File: config.mk
export PLATFORM = sky130hd
export DESIGN_NAME = adcsc_top
export DESIGN_NICKNAME = d
export VERILOG_FILES = /design/src/logic/adcsc_pkg.sv /design/src/logic/adcsc_top.sv
export SDC_FILE = /design/constraint.sdc
export NUM_CORES = 1
export LEC_CHECK = 0
export BUFFER_PORTS_ARGS = -buffer_cell sky130_fd_sc_hd__buf_4
export CAP_MARGIN = 15
export CORE_ASPECT_RATIO = 1.2
export CORE_UTILIZATION = 59
export DETAILED_ROUTE_END_ITERATION = 6
export PLACE_DENSITY = 0.92
export SLEW_MARGIN = 20
export SYNTH_ARGS = -nofsm -noshare
export SYNTH_HDL_FRONTEND = slang
export SYNTH_SLANG_ARGS = --single-unit
File: constraint.sdc
create_clock -name CLOCK -period 7.84 [get_ports CLOCK]
set_input_delay 0.392 -clock CLOCK [delete_from_list [all_inputs] [get_ports CLOCK]]
set_output_delay 0.392 -clock CLOCK [all_outputs]
set_load 0.02 [all_outputs]
File: src/logic/adcsc_pkg.sv
`default_nettype none
package adcsc_pkg;
    // register indices; byte address is four times the index
    localparam logic [7:0] IDX_START = 8'hb4;
    localparam logic [7:0] IDX_SEQ = 8'hb5;
    localparam logic [7:0] IDX_EXTRA = 8'hb6;
    localparam logic [7:0] IDX_RES_LO = 8'hba;
    localparam logic [7:0] IDX_RES_HI = 8'hbb;
    localparam logic [7:0] IDX_PIN_EN = 8'hf2;
    // adc_start_control fields
    localparam int BIT_EOC = 7;
    localparam int BIT_ST = 6;
    localparam int POS_START_SOURCE_SELECT = 4;
    localparam int POS_RANDOM_GEN_CONTROL = 2;
    localparam logic [1:0] START_RSVD = 2'h3;
    // reset values
    localparam logic [1:0] RST_START_SOURCE_SELECT = 2'h3;
    localparam logic [1:0] RST_RANDOM_GEN_CONTROL = 2'h0;
    localparam logic [7:0] RST_SEQ_CFG = 8'h10;
    localparam logic [7:0] RST_EXTRA_CFG = 8'h00;
    localparam logic [7:0] RST_PIN_EN = 8'h00;
    localparam logic [13:0] RST_RESULT = 14'h0000;
    // start sources
    localparam logic [1:0] SRC_PIN = 2'h0;
    localparam logic [1:0] SRC_FREE = 2'h1;
    localparam logic [1:0] SRC_TIMER = 2'h2;
    localparam logic [1:0] SRC_SOFT = 2'h3;
    // random generator control
    localparam logic [1:0] RNG_NORMAL = 2'h0;
    localparam logic [1:0] RNG_ONCE = 2'h1;
    localparam logic [1:0] RNG_STOP = 2'h3;
    // channel map
    localparam logic [3:0] CH_FIRST_DIFF = 4'h8;
    localparam logic [3:0] CH_LAST_SEQ = 4'hc;
    // timing: converter clock divider and settling, in converter ticks
    localparam int CONV_CLK_DIV = 8;
    localparam logic [2:0] DIV_LAST = 3'(CONV_CLK_DIV - 1);
    localparam logic [9:0] SETTLE_TICKS = 10'h010;
    localparam logic [9:0] DEC_64 = 10'h040;
    localparam logic [9:0] DEC_128 = 10'h080;
    localparam logic [9:0] DEC_256 = 10'h100;
    localparam logic [9:0] DEC_512 = 10'h200;
    // result saturation limits (14-bit left aligned)
    localparam logic signed [15:0] RES_MAX = 16'sh1fff;
    localparam logic signed [15:0] RES_MIN = -16'sh2000;

    typedef struct packed {
        logic [1:0] ref_sel;
        logic [1:0] dec_sel;
        logic [3:0] chan;
    } adcsc_cfg_t;

    typedef struct packed {
        logic [7:0] chan;
        logic any;
    } adcsc_dma_t;
endpackage
`default_nettype wire

File: src/logic/adcsc_top.sv
`timescale 1ns/100ps
`default_nettype none
module adcsc_top
    import adcsc_pkg::*;
(
    // clock and reset
    input wire logic CLOCK,
    input wire logic RST,
    // wishbone slave
    input wire logic WB_CYC_I,
    input wire logic WB_STB_I,
    input wire logic WB_WE_I,
    input wire logic [9:0] WB_ADR_I,
    input wire logic [3:0] WB_SEL_I,
    input wire logic [31:0] WB_DAT_I,
    output logic [31:0] WB_DAT_O,
    output logic WB_ACK_O,
    // analog front end
    output logic ADC_CLK_EN,
    output adcsc_cfg_t AFE_CMD,
    output logic AFE_BUSY,
    output logic AFE_SETTLE,
    input wire logic [15:0] FILTER_DATA,
    // start events
    input wire logic EXT_TRIG_PIN,
    input wire logic T1_CMP_EVENT,
    // dma and interrupt
    output adcsc_dma_t DMA_TRIG,
    output logic IRQ,
    // random generator
    output logic [1:0] RNG_CTRL,
    output logic RNG_STEP
);
    typedef enum logic [1:0] {S_IDLE, S_SETTLE, S_FILTER} adcsc_state_t;

    // channel usable given pin analog enables
    function automatic logic chan_ok(input logic [3:0] ch, input logic [7:0] en);
        logic ok;
        ok = 1'b1;
        if (ch < CH_FIRST_DIFF) begin
            ok = en[ch[2:0]];
        end else if (ch < CH_LAST_SEQ) begin
            ok = en[{ch[1:0], 1'b0}] & en[{ch[1:0], 1'b1}];
        end
        return ok;
    endfunction

    // first usable channel in [from, last]; msb flags found
    function automatic logic [4:0] next_chan(input logic [4:0] from, input logic [3:0] last,
                                             input logic [7:0] en);
        logic [4:0] r;
        r = 5'h00;
        for (int i = 15; i >= 0; i--) begin
            if (5'(i) >= from && 4'(i) <= last && chan_ok(4'(i), en)) begin
                r = {1'b1, 4'(i)};
            end
        end
        return r;
    endfunction

    function automatic logic [9:0] dec_ticks(input logic [1:0] d);
        logic [9:0] t;
        case (d)
            2'h0: t = DEC_64;
            2'h1: t = DEC_128;
            2'h2: t = DEC_256;
            default: t = DEC_512;
        endcase
        return t;
    endfunction

    // clamp to 14 bits; single-ended never goes negative
    function automatic logic [13:0] fmt_result(input logic [15:0] raw, input logic se);
        logic [13:0] r;
        if (se && raw[15]) begin
            r = 14'h0000;
        end else if ($signed(raw) > RES_MAX) begin
            r = RES_MAX[13:0];
        end else if ($signed(raw) < RES_MIN) begin
            r = RES_MIN[13:0];
        end else begin
            r = raw[13:0];
        end
        return r;
    endfunction

    logic ack_q;
    logic [7:0] dat_q;
    logic eoc_q;
    logic st_q;
    logic [1:0] start_source_select_q;
    logic [1:0] random_gen_control_q;
    logic rng_step_q;
    adcsc_cfg_t seq_cfg_q;
    adcsc_cfg_t extra_cfg_q;
    logic [7:0] pin_en_q;
    logic [3:0] rb_ch_q;
    logic [13:0] res_q;
    logic extra_pend_q;
    logic seq_run_q;
    logic [3:0] seq_ch_q;
    adcsc_state_t state_q;
    adcsc_cfg_t cmd_q;
    logic cur_extra_q;
    logic [9:0] cnt_q;
    logic [2:0] div_q;
    logic ext_q;
    adcsc_dma_t dma_q;
    logic irq_q;

    // bus decode
    wire [7:0] idx = WB_ADR_I[9:2];
    wire req = WB_CYC_I & WB_STB_I;
    wire rd_req = req & ~ack_q & ~WB_WE_I;
    wire wr_req = req & ack_q & WB_WE_I & WB_SEL_I[0];
    wire wr_start = wr_req & (idx == IDX_START);
    wire wr_seq = wr_req & (idx == IDX_SEQ);
    wire wr_extra = wr_req & (idx == IDX_EXTRA);
    wire wr_pin = wr_req & (idx == IDX_PIN_EN);
    wire rd_hi = rd_req & (idx == IDX_RES_HI);
    wire [7:0] start_rd = {eoc_q, st_q, start_source_select_q, random_gen_control_q, START_RSVD};
    // channel field reads back result channel plus one
    wire [7:0] seq_rd = {seq_cfg_q.ref_sel, seq_cfg_q.dec_sel, rb_ch_q};
    // left aligned: 13:6 high, 5:0 in low 7:2
    wire [7:0] lo_rd = {res_q[5:0], 2'h0};
    wire [7:0] hi_rd = res_q[13:6];
    wire [7:0] rd_mux = (idx == IDX_START) ? start_rd :
                        (idx == IDX_SEQ) ? seq_rd :
                        (idx == IDX_EXTRA) ? extra_cfg_q :
                        (idx == IDX_RES_LO) ? lo_rd :
                        (idx == IDX_RES_HI) ? hi_rd :
                        (idx == IDX_PIN_EN) ? pin_en_q : 8'h00;

    // converter tick
    wire tick = (div_q == DIV_LAST);
    wire idle = (state_q == S_IDLE);
    wire conv_done = (state_q == S_FILTER) & tick & (cnt_q == 10'h000);
    wire done_seq = conv_done & ~cur_extra_q;
    wire done_extra = conv_done & cur_extra_q;

    // first channel of a sequence from the last-channel field
    wire [3:0] last = seq_cfg_q.chan;
    wire [3:0] first_from = (last < CH_FIRST_DIFF) ? 4'h0 :
                            (last <= CH_LAST_SEQ) ? CH_FIRST_DIFF : last;
    wire [4:0] first = next_chan({1'b0, first_from}, last, pin_en_q);
    wire [4:0] nxt = next_chan({1'b0, cmd_q.chan} + 5'h01, last, pin_en_q);

    wire ext_rise = EXT_TRIG_PIN & ~ext_q;
    wire [1:0] start_source_select_new = WB_DAT_I[POS_START_SOURCE_SELECT +: 2];
    // start bit honoured only with software source
    wire soft_go = wr_start & WB_DAT_I[BIT_ST] & (start_source_select_new == SRC_SOFT);
    wire event_go = (start_source_select_q == SRC_PIN) ? ext_rise :
                    (start_source_select_q == SRC_FREE) ? 1'b1 :
                    (start_source_select_q == SRC_TIMER) ? T1_CMP_EVENT : soft_go;
    wire seq_go = ~seq_run_q & event_go;
    wire seq_start = seq_go & first[4];
    wire seq_last_done = done_seq & ~nxt[4];
    wire seq_end = (seq_go & ~first[4]) | seq_last_done;

    // extra conversion has priority once the converter is free
    wire start_extra = idle & extra_pend_q;
    wire start_seq = idle & ~extra_pend_q & seq_run_q;
    wire conv_start = start_extra | start_seq;
    wire single_ended = (cmd_q.chan < CH_FIRST_DIFF) | (cmd_q.chan >= CH_LAST_SEQ);

    // wishbone slave: ack one cycle after request, data registered
    always_ff @(posedge CLOCK) begin
        if (RST) begin
            ack_q <= 1'b0;
            dat_q <= 8'h00;
        end else begin
            ack_q <= req & ~ack_q;
            if (rd_req) begin
                dat_q <= rd_mux;
            end
        end
    end

    // software-written registers
    always_ff @(posedge CLOCK) begin
        if (RST) begin
            start_source_select_q <= RST_START_SOURCE_SELECT;
            seq_cfg_q <= RST_SEQ_CFG;
            extra_cfg_q <= RST_EXTRA_CFG;
            pin_en_q <= RST_PIN_EN;
        end else begin
            if (wr_start) begin
                start_source_select_q <= start_source_select_new;
            end
            if (wr_seq) begin
                seq_cfg_q <= WB_DAT_I[7:0];
            end
            // same field layout as sequence config
            if (wr_extra) begin
                extra_cfg_q <= WB_DAT_I[7:0];
            end
            if (wr_pin) begin
                pin_en_q <= WB_DAT_I[7:0];
            end
        end
    end

    // random control; step setting falls back to normal
    always_ff @(posedge CLOCK) begin
        if (RST) begin
            random_gen_control_q <= RST_RANDOM_GEN_CONTROL;
            rng_step_q <= 1'b0;
        end else begin
            rng_step_q <= (random_gen_control_q == RNG_ONCE);
            if (wr_start) begin
                random_gen_control_q <= WB_DAT_I[POS_RANDOM_GEN_CONTROL +: 2];
            end else if (random_gen_control_q == RNG_ONCE) begin
                random_gen_control_q <= RNG_NORMAL;
            end
        end
    end

    // sequence bookkeeping
    always_ff @(posedge CLOCK) begin
        if (RST) begin
            st_q <= 1'b0;
            seq_run_q <= 1'b0;
            seq_ch_q <= 4'h0;
            extra_pend_q <= 1'b0;
            ext_q <= 1'b0;
        end else begin
            ext_q <= EXT_TRIG_PIN;
            // start bit holds until sequence completes
            if (seq_end) begin
                st_q <= 1'b0;
            end else if (soft_go & ~seq_run_q) begin
                st_q <= 1'b1;
            end
            if (seq_start) begin
                seq_run_q <= 1'b1;
                seq_ch_q <= first[3:0];
            end else if (seq_last_done) begin
                seq_run_q <= 1'b0;
            end else if (done_seq) begin
                seq_ch_q <= nxt[3:0];
            end
            // write queues an extra conversion; new write wins over start
            if (wr_extra) begin
                extra_pend_q <= 1'b1;
            end else if (start_extra) begin
                extra_pend_q <= 1'b0;
            end
        end
    end

    // conversion timing
    always_ff @(posedge CLOCK) begin
        if (RST) begin
            state_q <= S_IDLE;
            cmd_q <= RST_EXTRA_CFG;
            cur_extra_q <= 1'b0;
            cnt_q <= 10'h000;
            div_q <= 3'h0;
        end else begin
            // divide by eight, realigned at each start
            div_q <= (conv_start | tick) ? 3'h0 : div_q + 3'h1;
            case (state_q)
                S_IDLE: begin
                    if (conv_start) begin
                        cmd_q <= start_extra ? extra_cfg_q :
                                 {seq_cfg_q.ref_sel, seq_cfg_q.dec_sel, seq_ch_q};
                        cur_extra_q <= start_extra;
                        cnt_q <= SETTLE_TICKS - 10'h001;
                        state_q <= S_SETTLE;
                    end
                end
                // 16 settling ticks then rate ticks
                S_SETTLE: begin
                    if (tick) begin
                        if (cnt_q == 10'h000) begin
                            cnt_q <= dec_ticks(cmd_q.dec_sel) - 10'h001;
                            state_q <= S_FILTER;
                        end else begin
                            cnt_q <= cnt_q - 10'h001;
                        end
                    end
                end
                S_FILTER: begin
                    if (tick) begin
                        if (cnt_q == 10'h000) begin
                            state_q <= S_IDLE;
                        end else begin
                            cnt_q <= cnt_q - 10'h001;
                        end
                    end
                end
                default: state_q <= S_IDLE;
            endcase
        end
    end

    // results and end flag
    always_ff @(posedge CLOCK) begin
        if (RST) begin
            res_q <= RST_RESULT;
            rb_ch_q <= 4'h0;
            eoc_q <= 1'b0;
        end else begin
            // result, readback and flag in one cycle
            if (conv_done) begin
                // saturate so 14-bit full scale is 8191 / -8192
                res_q <= fmt_result(FILTER_DATA, single_ended);
                rb_ch_q <= cmd_q.chan + 4'h1;
            end
            // set wins over clear by high read
            eoc_q <= conv_done | (eoc_q & ~rd_hi);
        end
    end

    // event pulses
    always_ff @(posedge CLOCK) begin
        if (RST) begin
            dma_q <= '0;
            irq_q <= 1'b0;
        end else begin
            // one-cycle DMA pulses on sequence done
            dma_q.any <= done_seq;
            dma_q.chan <= (done_seq && cmd_q.chan < CH_FIRST_DIFF) ?
                          8'(8'h01 << cmd_q.chan[2:0]) : 8'h00;
            irq_q <= done_extra;
        end
    end

    assign WB_ACK_O = ack_q;
    assign WB_DAT_O = {24'h000000, dat_q};
    assign ADC_CLK_EN = tick;
    // reference code passes to the front end unchanged
    assign AFE_CMD = cmd_q;
    assign AFE_BUSY = ~idle;
    assign AFE_SETTLE = (state_q == S_SETTLE);
    assign DMA_TRIG = dma_q;
    assign IRQ = irq_q;
    assign RNG_CTRL = random_gen_control_q;
    assign RNG_STEP = rng_step_q;
endmodule // adcsc_top
`default_nettype wire

## After elaboration in Yosys (flattened, before gate mapping)

Cells that the tools add are included.

- Flip-flop bits (word level): 99
- Input bits: 69
- Output and inout port bits: 57
- Logic and storage cells: 304

- Add/subtract/negate cells: 5
- Magnitude comparators: 53
- Eq/ne operators: 22
- Shifts and indexed selects: 1
- Muxes and demuxes: 73
- Bitwise logic cells: 47
- Reductions and logical operators: 73

Operators with widths:

| kind | number |
|---|---|
| 5-bit two-way mux | 32 |
| 10-bit two-way mux | 9 |
| 10-bit one-hot mux with 3 select lines | 2 |
| 1-bit logical AND | 57 |
| 8-bit two-way mux | 7 |
| 8-bit equality test, second input constant | 6 |
| 14-bit two-way mux | 3 |
| 4-bit by 5-bit greater-or-equal comparator with 1-bit output, first input constant | 8 |
| 4-bit less-or-equal comparator, first input constant | 8 |
| 1-bit AND | 31 |
| 4-bit greater-or-equal comparator, first input constant | 7 |
| 3-bit by 5-bit greater-or-equal comparator with 1-bit output, first input constant | 4 |
| 4-bit two-way mux | 5 |
| 10-bit by 1-bit subtractor with 10-bit output, second input constant | 2 |
| 3-bit by 4-bit greater-or-equal comparator with 1-bit output, first input constant | 4 |
| 16-bit by 14-bit greater-than comparator with 1-bit output, second input constant | 1 |
| 3-bit by 4-bit less-or-equal comparator with 1-bit output, first input constant | 4 |
| 16-bit by 14-bit < comparator with 1-bit output, second input constant | 1 |
| 2-bit two-way mux | 7 |
| 1-bit inverter | 11 |
| 1-bit by 5-bit greater-or-equal comparator with 1-bit output, first input constant | 2 |
| 2-bit by 5-bit greater-or-equal comparator with 1-bit output, first input constant | 2 |
| 10-bit zero test | 1 |
| 5-bit AND reduction | 2 |
| other kinds (24) | 58 |

## Logic depth before layout (Yosys ltp)

Gate-level depths: netlist of the first run.

- Word-level depth: 24
- Depth in mapped cells: 11

## Least setup slack after synthesis of the first run

Ideal clock, no wire load.

- Path type: register -> register
- Start point: register cmd_q, in the netlist AFE_CMD[0]
- End point: register seq_ch_q[2]
- Library setup time: 0.121 ns
- Arrival time: 3.369 ns
- Path slack: 4.349 ns
- Cell stages (with the launch flop): 12
- Buffers on the path: 2
- Clock period less this slack: 3.491 ns
- Cell sequence: dfxtp_1 clkbuf_1 inv_1 ha_1 buf_4 or3b_4 o211ai_1 a21oi_1 or3_4 o41a_1 or2_4 mux2_4

- Longest elaborated chain between the ends: 23
- Elaborated cells on any way between the ends: 68

Ends and longest elaborated chain:

| item | line | RTL |
|---|---|---|
| start: declaration | adcsc_top.sv:103 | `adcsc_cfg_t cmd_q;` |
| start signal: assignment | adcsc_top.sv:265 | `cmd_q <= start_extra ? extra_cfg_q :` |
| 4-bit by 1-bit adder with 5-bit output (*) | adcsc_top.sv:146 | `wire [4:0] nxt = next_chan({1'b0, cmd_q.chan} + 5'h01, last, pin_en_q);` |
| 4-bit by 5-bit greater-or-equal comparator with 1-bit output | adcsc_top.sv:54 | `if (5'(i) >= from && 4'(i) <= last && chan_ok(4'(i), en)) begin` |
| 1-bit logical AND | adcsc_top.sv:54 |  |
| 5-bit two-way mux (15 in a row) | adcsc_top.sv:54 |  |
| 5-bit two-way mux (*) | adcsc_top.sv:54 |  |
| 1-bit inverter | adcsc_top.sv:157 | `wire seq_last_done = done_seq & ~nxt[4];` |
| 1-bit AND | adcsc_top.sv:157 |  |
| 2-bit inequality test (no line) | - |  |
| 2-bit AND reduction (no line) | - |  |
| end signal: assignment | adcsc_top.sv:236 | `seq_ch_q <= first[3:0];` |
| end signal: assignment | adcsc_top.sv:240 | `seq_ch_q <= nxt[3:0];` |
| end: declaration | adcsc_top.sv:101 | `logic [3:0] seq_ch_q;` |

Mark *: on every way between the ends. The rest lies on a longest branch, timed or not. The select of a mux whose other input is x is not followed.
A chain may end at the register's enable or synchronous reset.

## Final worst setup path of the first run

Ends and elaborated chain as after synthesis.

==> results of run 1 <==
## cells by family (layout without fill, tap and decap cells)
group | count (synthesis) | after routing
DFF | 99 | 99
and+or+nand+nor | 256 | 256
muxes | 29 | 29
xor gates and xnor gates | 4 | 4
AOI/OAI and AO/OA | 207 | 207
adders and majority gates | 15 | 15
buffers and inverters | 82 | 108
other | 1 | 24
## layout make-up
| class | instances | area, µm² | area share |
|---|---|---|---|
| clock buffers | 10 | 128 | 0.0204 |
| clock inverters | 5 | 86.3 | 0.0138 |
| inverters | 17 | 63.8 | 0.0102 |
| multi-input cells | 535 | 3290 | 0.525 |
| flip-flops and latches | 99 | 1980 | 0.316 |
| well taps | 120 | 150 | 0.0239 |
| repair buffers | 76 | 571 | 0.0910 |
## cells in the mapped netlist, types with 5 or more instances
| cell | number |
|---|---|
| o31ai_1 | 6 |
| nor3_1 | 28 |
| nand2b_1 | 10 |
| buf_4 | 27 |
| nor2_1 | 69 |
| a211o_1 | 5 |
| nand2_1 | 54 |
| and2_1 | 14 |
| a211oi_1 | 13 |
| o211ai_1 | 5 |
| ha_1 | 14 |
| a311oi_1 | 5 |
| mux2i_1 | 26 |
| a22oi_1 | 9 |
| a221oi_1 | 7 |
| buf_2 | 8 |
| a21o_1 | 5 |
| nor4_1 | 8 |
| nor3b_1 | 7 |
| nand3_1 | 24 |
| dfxtp_1 | 99 |
| a31oi_1 | 11 |
| inv_1 | 16 |
| and3_1 | 6 |
| a22o_1 | 5 |
| a21oi_1 | 58 |
| clkbuf_1 | 24 |
| o21ai_0 | 38 |
| nor2b_1 | 9 |
| o21a_1 | 5 |
## power by group
part	total (µW)	switching [µW]	internal, µW
sequential	526	11.6	514
clock	361	180	180
combinational	210	133	77.8
## sequential cells by signal, indices dropped and copies added, names as in the netlist, 2 cells and up
| signal | count |
|---|---|
| pin_en_q | 8 |
| AFE_CMD | 8 |
| rb_ch_q | 4 |
| last | 4 |
| state_q | 2 |
| div_q | 3 |
| RNG_CTRL | 2 |
| seq_cfg_q | 4 |
| dat_q | 8 |
| seq_ch_q | 4 |
| start_source_select_q | 2 |
| cnt_q | 10 |
| extra_cfg_q | 8 |
| DMA_TRIG | 9 |
| res_q | 14 |
## critical path, delay by kind of cell (launching register included)
| kind | cells | cell delay, ns |
|---|---|---|
| AO/OA/AOI/OAI | 3 | 0.80 |
| adder cells (fa/ha/maj) | 1 | 0.53 |
| buffers and inverters | 1 | 0.17 |
| flip-flops | 1 | 0.76 |
| multiplexers | 1 | 0.29 |
| AND/OR/NAND/NOR | 3 | 1.13 |
## how the worst max path moves through the flow
stage                     slack [ns]  startpoint           to  depth (start not counted)
after global routing            3.87  AFE_CMD[0]  seq_ch_q[2]                          9
after CTS                       4.07  AFE_CMD[0]  seq_ch_q[2]                          9
after detailed placement        4.10  AFE_CMD[0]  seq_ch_q[2]                          9
after floorplan                 4.35  AFE_CMD[0]  seq_ch_q[2]                         11
after global placement          4.18  AFE_CMD[0]  seq_ch_q[2]                          9
final                           4.04  AFE_CMD[0]  seq_ch_q[2]                          9
## through the flow
step	cell area (µm²)	power (µW)	utilization	instances	setup WS, ns
floorplan	5710	693	-	716	4.35
global placement	6060	734	0.664	847	4.18
finish	6270	1100	0.687	862	4.04
detailed placement	6060	742	0.664	847	4.10
CTS	6270	1090	0.687	862	4.07
global route	6270	1140	0.687	862	3.87
## metal layers
metal	share of wire	routed length [µm]	vias up
li1	-	-	2576
met1	0.41	6160	2558
met2	0.48	7250	276
met3	0.063	956	62
met4	0.053	809	0
met5	0	0	-
==> results.ini, run 1 <==
[clock_network]
hold_buffers = 0
cts_resized = 0
cts_tree = yes
clock_path_buffers = 2
numCtsBuffers = 9
clkLatencyLatePin_ns = 0.38
cts_root_buf = clkbuf_8
cts_sinks = 99
htree_levels = 3
cts_setup_buffers = 0
clk_pin_slew_ns = 0.10

[logic_synthesis]
synthXorXnorAreaFrac = 0.00623
synth_top_area_cell = dfxtp_1
synthCells = 693
synth_flop_cell = dfxtp_1
ys_types = 79
synth_fa_ha_area_frac = 0.0329
syn_avg_cell_area_um2 = 8.12
yosys.area_share.simple = 0.229
synth_compound_area_frac = 0.245
synth-edff-count = 0
synth_top_family_by_area = compound AO/OA/AOI/OAI gates
synth_top_area_share = 0.352
ys_ff_latch = 99
synth_mux_area_frac = 0.0529
netlist_area_um2 = 5630
ys_seq_area_frac = 0.352
synthArstFlopShare = 0
synthTopCellsByArea = dfxtp_1 (35%), a21oi_1 (5.2%), mux2i_1 (4.6%)
yosysWarnings = 0

[setup_path]
start_kind = register
slowest_stage = dfxtp_1
reg2reg_from = AFE_CMD[0]
critical-path-max-stage-delay_ns = 0.76
end_kind = register
worstPathCellList = inv_1, ha_1, or3b_4, o211ai_1, a21oi_1, or3_4, o41a_1, or2_4, mux2_4
worstReg2RegEnd = seq_ch_q[2]
cp.arrival_ns = 4.08
r2r_cells = 9
crit_required_ns = 8.12
cp_max_fo = 18
r2r_slack_ns = 4.04
worstSetupPathType = reg -> reg

[routing]
wl_um = 15200
antenna_left = 0
dr.pass1.iters = 5
drc_errors = 0
drt_iter0_markers = 480
vias = 5472
wl_per_cell_um = 17.6
post_drt_via_cell_ratio = 6.35

[grt]
grt_overflow_total = 0
grtUsageTotal = 0.313
grtUsageMet3 = 0.0446
grt_util_met1 = 0.378
grt_pass1_vias = 5011
antenna_found_initial = 0
grt.busiest_layer = met2
grt_max_degree = 68
use_met2 = 0.519
grt_pass1_wl_um = 24500

[layout]
nets = 821
num_antenna_cells = 0
layout_common_cells = dfxtp_1 (99), buf_4 (76), nor2_1 (69), a21oi_1 (58), nand2_1 (54)
drive_gt1_frac = 0.142
final_common_cell = dfxtp_1
fill_cells = 730
area_delta_synth_final_pct = 11.5

[die]
start_util = 0.616
rows = 38
die_h_um = 109
io_pins = 126
core_um2 = 9130
die_w_um = 91.1
design.die.area_um2 = 9930

[placed_design]
gp_congestion = 0.935
hpwl_um = 11100
io_buffers = 72

[timing]
final_max_slew_viol_count = 0
holdWs_ns = 0.244
max_freq_mhz = 263
hold_viol = 0
setup_violations = 0
fin_crit_sh = 0.484
fin_crit_ns = 3.80
rsz0062_at_grt = no
finalSetupTns_ns = 0
clock_skew_ns = 0.0112
relSlewSlack = 0.320
worstMarginPinSlew_ns = 1.01

[min_path]
hold_depth = 2
hp-start = EXT_TRIG_PIN
holdPathEnd = ext_q
hold_class = in -> reg

[pwr]
powerDensity_nw_per_um2 = 175
leakage_uw = 0.00239
vdd_drop_max_uv = 202

[job]
maxCapViolations = 0

[status]
status = completed

(Power assumes the default switching activity.)
==> run 2: changes to the inputs <==
Settings changed: CORE_UTILIZATION 59 to 50, PLACE_DENSITY 0.92 to 0.84.
Clock period 7.84 ns to 3.21 ns, I/O delays scaled along.
==> results.ini, run 2 (same netlist as run 1, synthesis figures left out) <==
[die]
start_util = 0.512  ; -0.104
core_um2 = 11000  ; +20%
io_pins = 126  ; unchanged
die_w_um = 98.8  ; +8.4%
rows = 42  ; +11%
design.die.area_um2 = 11700  ; +18%
die_h_um = 118  ; +8.5%

[timing]
hold_viol = 0  ; unchanged
finalSetupTns_ns = 0  ; unchanged
fin_crit_sh = 0.948  ; +0.463
max_freq_mhz = 329  ; +25%
relSlewSlack = 0.290  ; -0.0300
setup_violations = 0  ; unchanged
rsz0062_at_grt = no
final_max_slew_viol_count = 0  ; unchanged
fin_crit_ns = 3.04  ; -0.755 ns
worstMarginPinSlew_ns = 1.06  ; +0.0447 ns
clock_skew_ns = 0.0118  ; +0.000657 ns

[clock_network]
numCtsBuffers = 9  ; unchanged
htree_levels = 3  ; unchanged
clock_path_buffers = 2  ; unchanged
clkLatencyLatePin_ns = 0.35  ; -0.03 ns
hold_buffers = 0  ; unchanged
cts_resized = 0  ; unchanged
cts_tree = yes
cts_sinks = 99  ; unchanged
cts_root_buf = clkbuf_16
clk_pin_slew_ns = 0.07  ; -0.03 ns
cts_setup_buffers = 0  ; unchanged

[pwr]
leakage_uw = 0.00255  ; +6.7%
powerDensity_nw_per_um2 = 451  ; +160%
vdd_drop_max_uv = 272  ; +35%

[setup_path]
worstSetupPathType = reg -> reg
slowest_stage = o31ai_1
critical-path-max-stage-delay_ns = 0.49  ; -0.27 ns
crit_required_ns = 3.46  ; -4.66 ns
r2r_slack_ns = 0.17  ; -3.87 ns
start_kind = register
end_kind = register
worstPathCellList = inv_1, ha_1, buf_4, nand2b_1, a31oi_1, o31ai_1, nand2_1, o41a_1, or2_4, mux2_4
cp.arrival_ns = 3.29  ; -0.79 ns
critical-path-top-delay-family = compound AO/OA/AOI/OAI gates
critical_path_buf_inv_count = 2  ; +1
cp_max_fo = 18  ; unchanged

[grt]
grt_pass1_wl_um = 25200  ; +2.8%
grtUsageMet3 = 0.0438  ; -0.000869
antenna_found_initial = 0  ; unchanged
grtUsageTotal = 0.271  ; -0.0423
grt.busiest_layer = met2
grt_pass1_vias = 5249  ; +4.7%
use_met2 = 0.457  ; -0.0627
grt_util_met1 = 0.333  ; -0.0454
grt_max_degree = 68  ; unchanged
grt_overflow_total = 0  ; unchanged

[routing]
dr.pass1.iters = 7  ; +2
post_drt_via_cell_ratio = 6.18  ; -2.6%
vias = 5533  ; +1.1%
wl_um = 15400  ; +1.3%
antenna_left = 0  ; unchanged
drc_errors = 1  ; +1
drt_iter0_markers = 414  ; -14%
wl_per_cell_um = 17.2  ; -2.4%

[placed_design]
place_inst = 879  ; +3.8%
io_buffers = 72  ; unchanged
placed_area_um2 = 6230  ; +2.8%
hpwl_um = 11400  ; +3.2%
gp_congestion = 0.928  ; -0.74%

[status]
violations = DRC
status = finished, violations left

[job]
maxCapViolations = 0  ; unchanged

[layout]
layout_common_cells = dfxtp_1 (97), buf_4 (96), nor2_1 (69), a21oi_1 (58), nand2_1 (54)
final_cells = 895  ; +3.8%
fin_area_um2 = 6550  ; +4.4%
regMostFlops = res_q
nets = 841  ; +2.4%
largest_reg_flops = 14  ; unchanged
num_antenna_cells = 0  ; unchanged
area_delta_synth_final_pct = 16.4
drive_gt1_frac = 0.169  ; +0.0276
final_common_cell = dfxtp_1

[min_path]
hold_class = in -> reg

==> run 2: cell types whose count changed in the layout (fill, tap and decap cells not counted) <==
cell | before | now
clkinv_4 | 0 | 1
dfxtp_1 | 99 | 97
clkinv_8 | 0 | 1
bufinv_16 | 2 | 1
clkbuf_1 | 1 | 0
clkbuf_16 | 0 | 9
clkbuf_8 | 9 | 1
dfxtp_2 | 0 | 1
clkinvlp_4 | 2 | 1
inv_6 | 0 | 1
dfxtp_4 | 0 | 1
buf_4 | 76 | 96
==> run 2: area by class of cell <==
class	instances	area, µm²
Fill cell	957	4430
Tap cell	132	165
Multi-Input combinational cell	535	3290
Clock inverter	6	82.6
Clock buffer	10	239
Sequential cell	99	1990
Inverter	17	63.8
Timing Repair Buffer	96	721
==> run 2: per-stage QoR <==
step | power, µW | utilization | worst slack, ns | hold slack (ns)
final | 2950 | 0.596 | 0.168 | 0.0333
after global routing | 3060 | 0.596 | 0.00758 | 0.0687
after CTS | 2940 | 0.596 | 0.180 | 0.0363
after detailed placement | 1820 | 0.567 | 0.203 | 0.396
after global placement | 1790 | 0.567 | 0.227 | 0.394
after floorplan | 1690 | - | 0.0213 | 0.245
==> run 2: layer usage <==
layer	routed length (µm)	vias up
met5	0	-
met4	550	0
met3	1050	43
met2	7450	270
met1	6320	2611
li1	-	2609
==> run 2: worst paths after layout <==
kind                            depth (start not counted)     endpoint         start
worst max-delay path                                   10  seq_ch_q[2]    AFE_CMD[0]
worst min register to register                          1     div_q[0]      div_q[0]
worst min-delay path                                    2        ext_q  EXT_TRIG_PIN
worst max register to register                         10  seq_ch_q[2]    AFE_CMD[0]
==> run 2: where the power goes <==
group | total [µW] | switching [µW] | internal [µW]
sequential | 1280 | 27.9 | 1250
clock | 1150 | 510 | 642
combinational | 518 | 324 | 195
==> run 3: changes to the inputs <==
Settings changed: ABC_AREA set to 1, CORE_UTILIZATION 50 to 49, PLACE_DENSITY 0.84 to 0.82.
==> results.ini, run 3 <==
[status]
status = completed

[routing]
wl_met3_um = 898  ; -15%
highest-signal-layer = met4
wl_met1_um = 5800  ; -8.2%
dr.pass1.iters = 7  ; unchanged
vias = 5386  ; -2.7%
wl_per_cell_um = 14.6  ; -15%
antenna_left = 0  ; unchanged
met2_length_um = 7030  ; -5.7%
post_drt_via_cell_ratio = 5.52  ; -11%
drc_errors = 0  ; -1
wl_um = 14300  ; -7.1%
drt_iter0_markers = 391  ; -5.6%

[setup_path]
end_kind = register
r2r_slack_ns = 0.60  ; +0.43 ns
worstSetupPathType = reg -> reg
crit_required_ns = 3.45  ; about the same
cp_max_fo = 9  ; -9
critical-path-max-stage-delay_ns = 0.51  ; +0.02 ns
slowest_stage = dfxtp_1
cp.arrival_ns = 2.85  ; -0.44 ns
start_kind = register
path_common_cell = nor2_1
worstPathCellList = inv_1, ha_1, nand3_1, nor2_1, nor3_1, nor2_1, nand2_1, nor2_2, nand3_2, a21oi_4, inv_4, o21ai_1, a21oi_1

[clock_network]
cts_resized = 0  ; unchanged
htree_levels = 3  ; unchanged
cts_sinks = 99  ; unchanged
hold_buffers = 0  ; unchanged
clkLatencyLatePin_ns = 0.35  ; about the same
cts_tree = yes
clk_pin_slew_ns = 0.08  ; about the same
numCtsBuffers = 9  ; unchanged
cts_setup_buffers = 0  ; unchanged
clock_path_buffers = 2  ; unchanged
cts_root_buf = clkbuf_16

[timing]
fin_crit_sh = 0.813  ; -0.135
rsz0062_at_grt = no
hold_viol = 0  ; unchanged
holdWs_ns = 0.0279  ; -0.00536 ns
fin_crit_ns = 2.61  ; -0.433 ns
clock_skew_ns = 0.00891  ; -0.00293 ns
finalSetupTns_ns = 0  ; unchanged
finalWorstSetupSlack_ns = 0.601  ; +0.433 ns
relSlewSlack = 0.264  ; -0.0258
max_freq_mhz = 383  ; +17%
final_max_slew_viol_count = 0  ; unchanged
worstMarginPinSlew_ns = 1.10  ; +0.0446 ns
setup_violations = 0  ; unchanged

[job]
maxCapViolations = 0  ; unchanged

[grt]
grt_pass1_wl_um = 23300  ; -7.6%
grt_overflow_total = 0  ; unchanged
antenna_found_initial = 0  ; unchanged
grtUsageTotal = 0.253  ; -0.0177
grt_pass1_vias = 5023  ; -4.3%
grt_max_degree = 40  ; -41%

[logic_synthesis]
synth_flop_cell = dfxtp_1
yosysMostFrequentCell = nand2_1
synthArstFlopShare = 0  ; unchanged
synthTopCellsByArea = dfxtp_1 (36%), nand2_1 (11%), inv_1 (6.3%)
ys_ff_latch = 99  ; unchanged
yosysWarnings = 0  ; unchanged
netlist_area_um2 = 5480  ; -2.7%
synthCells = 773  ; +12%
synth_top_area_share = 0.362  ; +0.00974
ys_seq_area_frac = 0.362  ; +0.00974
syn_avg_cell_area_um2 = 7.08  ; -13%
yosys-top-cells-count = nand2_1 (156), dfxtp_1 (99), inv_1 (92), nor2_1 (69), a21oi_1 (64)
synth-edff-count = 0  ; unchanged
ys_types = 53  ; -33%
synth_top_area_cell = dfxtp_1

[layout]
nets = 925  ; +10%
largest_reg_flops = 14  ; unchanged
final_common_cell = nand2_1
multi_input_area_um2 = 2930  ; -11%
drive_gt1_frac = 0.171  ; +0.00212
regMostFlops = res_q
num_antenna_cells = 0  ; unchanged
seq_area_um2 = 1980  ; -0.25%
layout_common_cells = nand2_1 (156), dfxtp_1 (99), inv_1 (92), buf_4 (78), nor2_1 (69)
utilization = 0.595  ; -0.00152
area_delta_synth_final_pct = 15.9
fill_cells = 995  ; +4.0%

[pwr]
p_sw_uw = 901  ; +4.5%
report.power.total_uw = 2910  ; -1.5%
switching_share = 0.310  ; +0.0178
vdd_drop_max_uv = 390  ; +43%
pwr-share-comb = 0.199  ; +0.023
leakage_uw = 0.00285  ; +12%
seqPwrFrac = 0.439  ; +0.005
powerDensity_nw_per_um2 = 459  ; +1.7%
p_int_uw = 2010  ; -4.0%
clkPwrFrac = 0.362  ; -0.028

[placed_design]
hpwl_um = 10800  ; -5.2%
gp_congestion = 0.931  ; +0.27%
io_buffers = 72  ; unchanged
place_ws_ns = 0.664  ; +0.461 ns

[die]
die_h_um = 118  ; -0.35%
die_w_um = 98.5  ; -0.35%
rows = 41  ; -2.4%
design.die.area_um2 = 11600  ; -0.70%
start_util = 0.513  ; +0.000830
core_um2 = 10700  ; -2.8%
io_pins = 126  ; unchanged

[min_path]
hold_class = in -> reg

[run 3: changes by cell type after synthesis, moves of 14 or more]
| cell | previous run | this run |
|---|---|---|
| nor3_1 | 28 | 13 |
| nand2_1 | 54 | 156 |
| o21ai_0 | 38 | 62 |
| mux2i_1 | 26 | 0 |
| and2_1 | 14 | 0 |
| nand3_1 | 24 | 41 |
| inv_1 | 16 | 92 |
[run 3: layout make-up]
type                    instances  share of cell area
multi-input cells             550               0.462
flip-flops and latches         99               0.312
repair buffers                 78              0.0923
inverters                     104              0.0631
clock buffers                  10              0.0361
well taps                     129              0.0254
clock inverters                 6             0.00887
[run 3: metal layers]
| layer | GRT usage | vias up |
|---|---|---|
| met5 | 0 | - |
| met4 | 0.130 | 0 |
| met3 | 0.0481 | 37 |
| met2 | 0.438 | 212 |
| met1 | 0.296 | 2476 |
| li1 | - | 2661 |
[run 3: worst max-delay path, delay by kind of cell (launching register included)]
family                   cells  cell delay (ns)
AO/OA/AOI/OAI                3             0.37
adder cells (fa/ha/maj)      1             0.41
AND/OR/NAND/NOR              7             0.94
flip-flops                   1             0.51
buffers and inverters        2             0.27
[run 3: kinds of logic (layout without fill, tap and decap cells)]
logic type                 Yosys count  after routing  share of synthesized area
and+or+nand+nor                    325            325                      0.282
AOI/OAI and AO/OA                  180            180                      0.193
buffers and inverters              147            198                      0.120
DFF                                 99             99                      0.362
adders and majority gates           14             14                     0.0320
xor gates and xnor gates             7              7                     0.0112
other                                1             24                   0.000685
[run 3: per-stage QoR]
step / std cells / instance area [µm²]
floorplan: 796 / 5560
global placement: 960 / 6060
detailed placement: 960 / 6060
CTS: 976 / 6350
global route: 976 / 6350
finish: 976 / 6350
[run 3: power by group through the flow]
stage	clock [µW]	combinational (µW)	sequential, µW
floorplan	0	447	1300
global placement	0	562	1310
detailed placement	0	578	1310
CTS	1060	579	1280
global route	1120	647	1280
finish	1050	578	1280
[run 3: final timing paths]
kind | startpoint | endpoint | depth (start not counted)
worst min-delay path | EXT_TRIG_PIN | ext_q | 3
worst max register to register | AFE_CMD[0] | seq_ch_q[0] | 13
worst min register to register | div_q[0] | div_q[0] | 1
worst max-delay path | AFE_CMD[0] | seq_ch_q[0] | 13
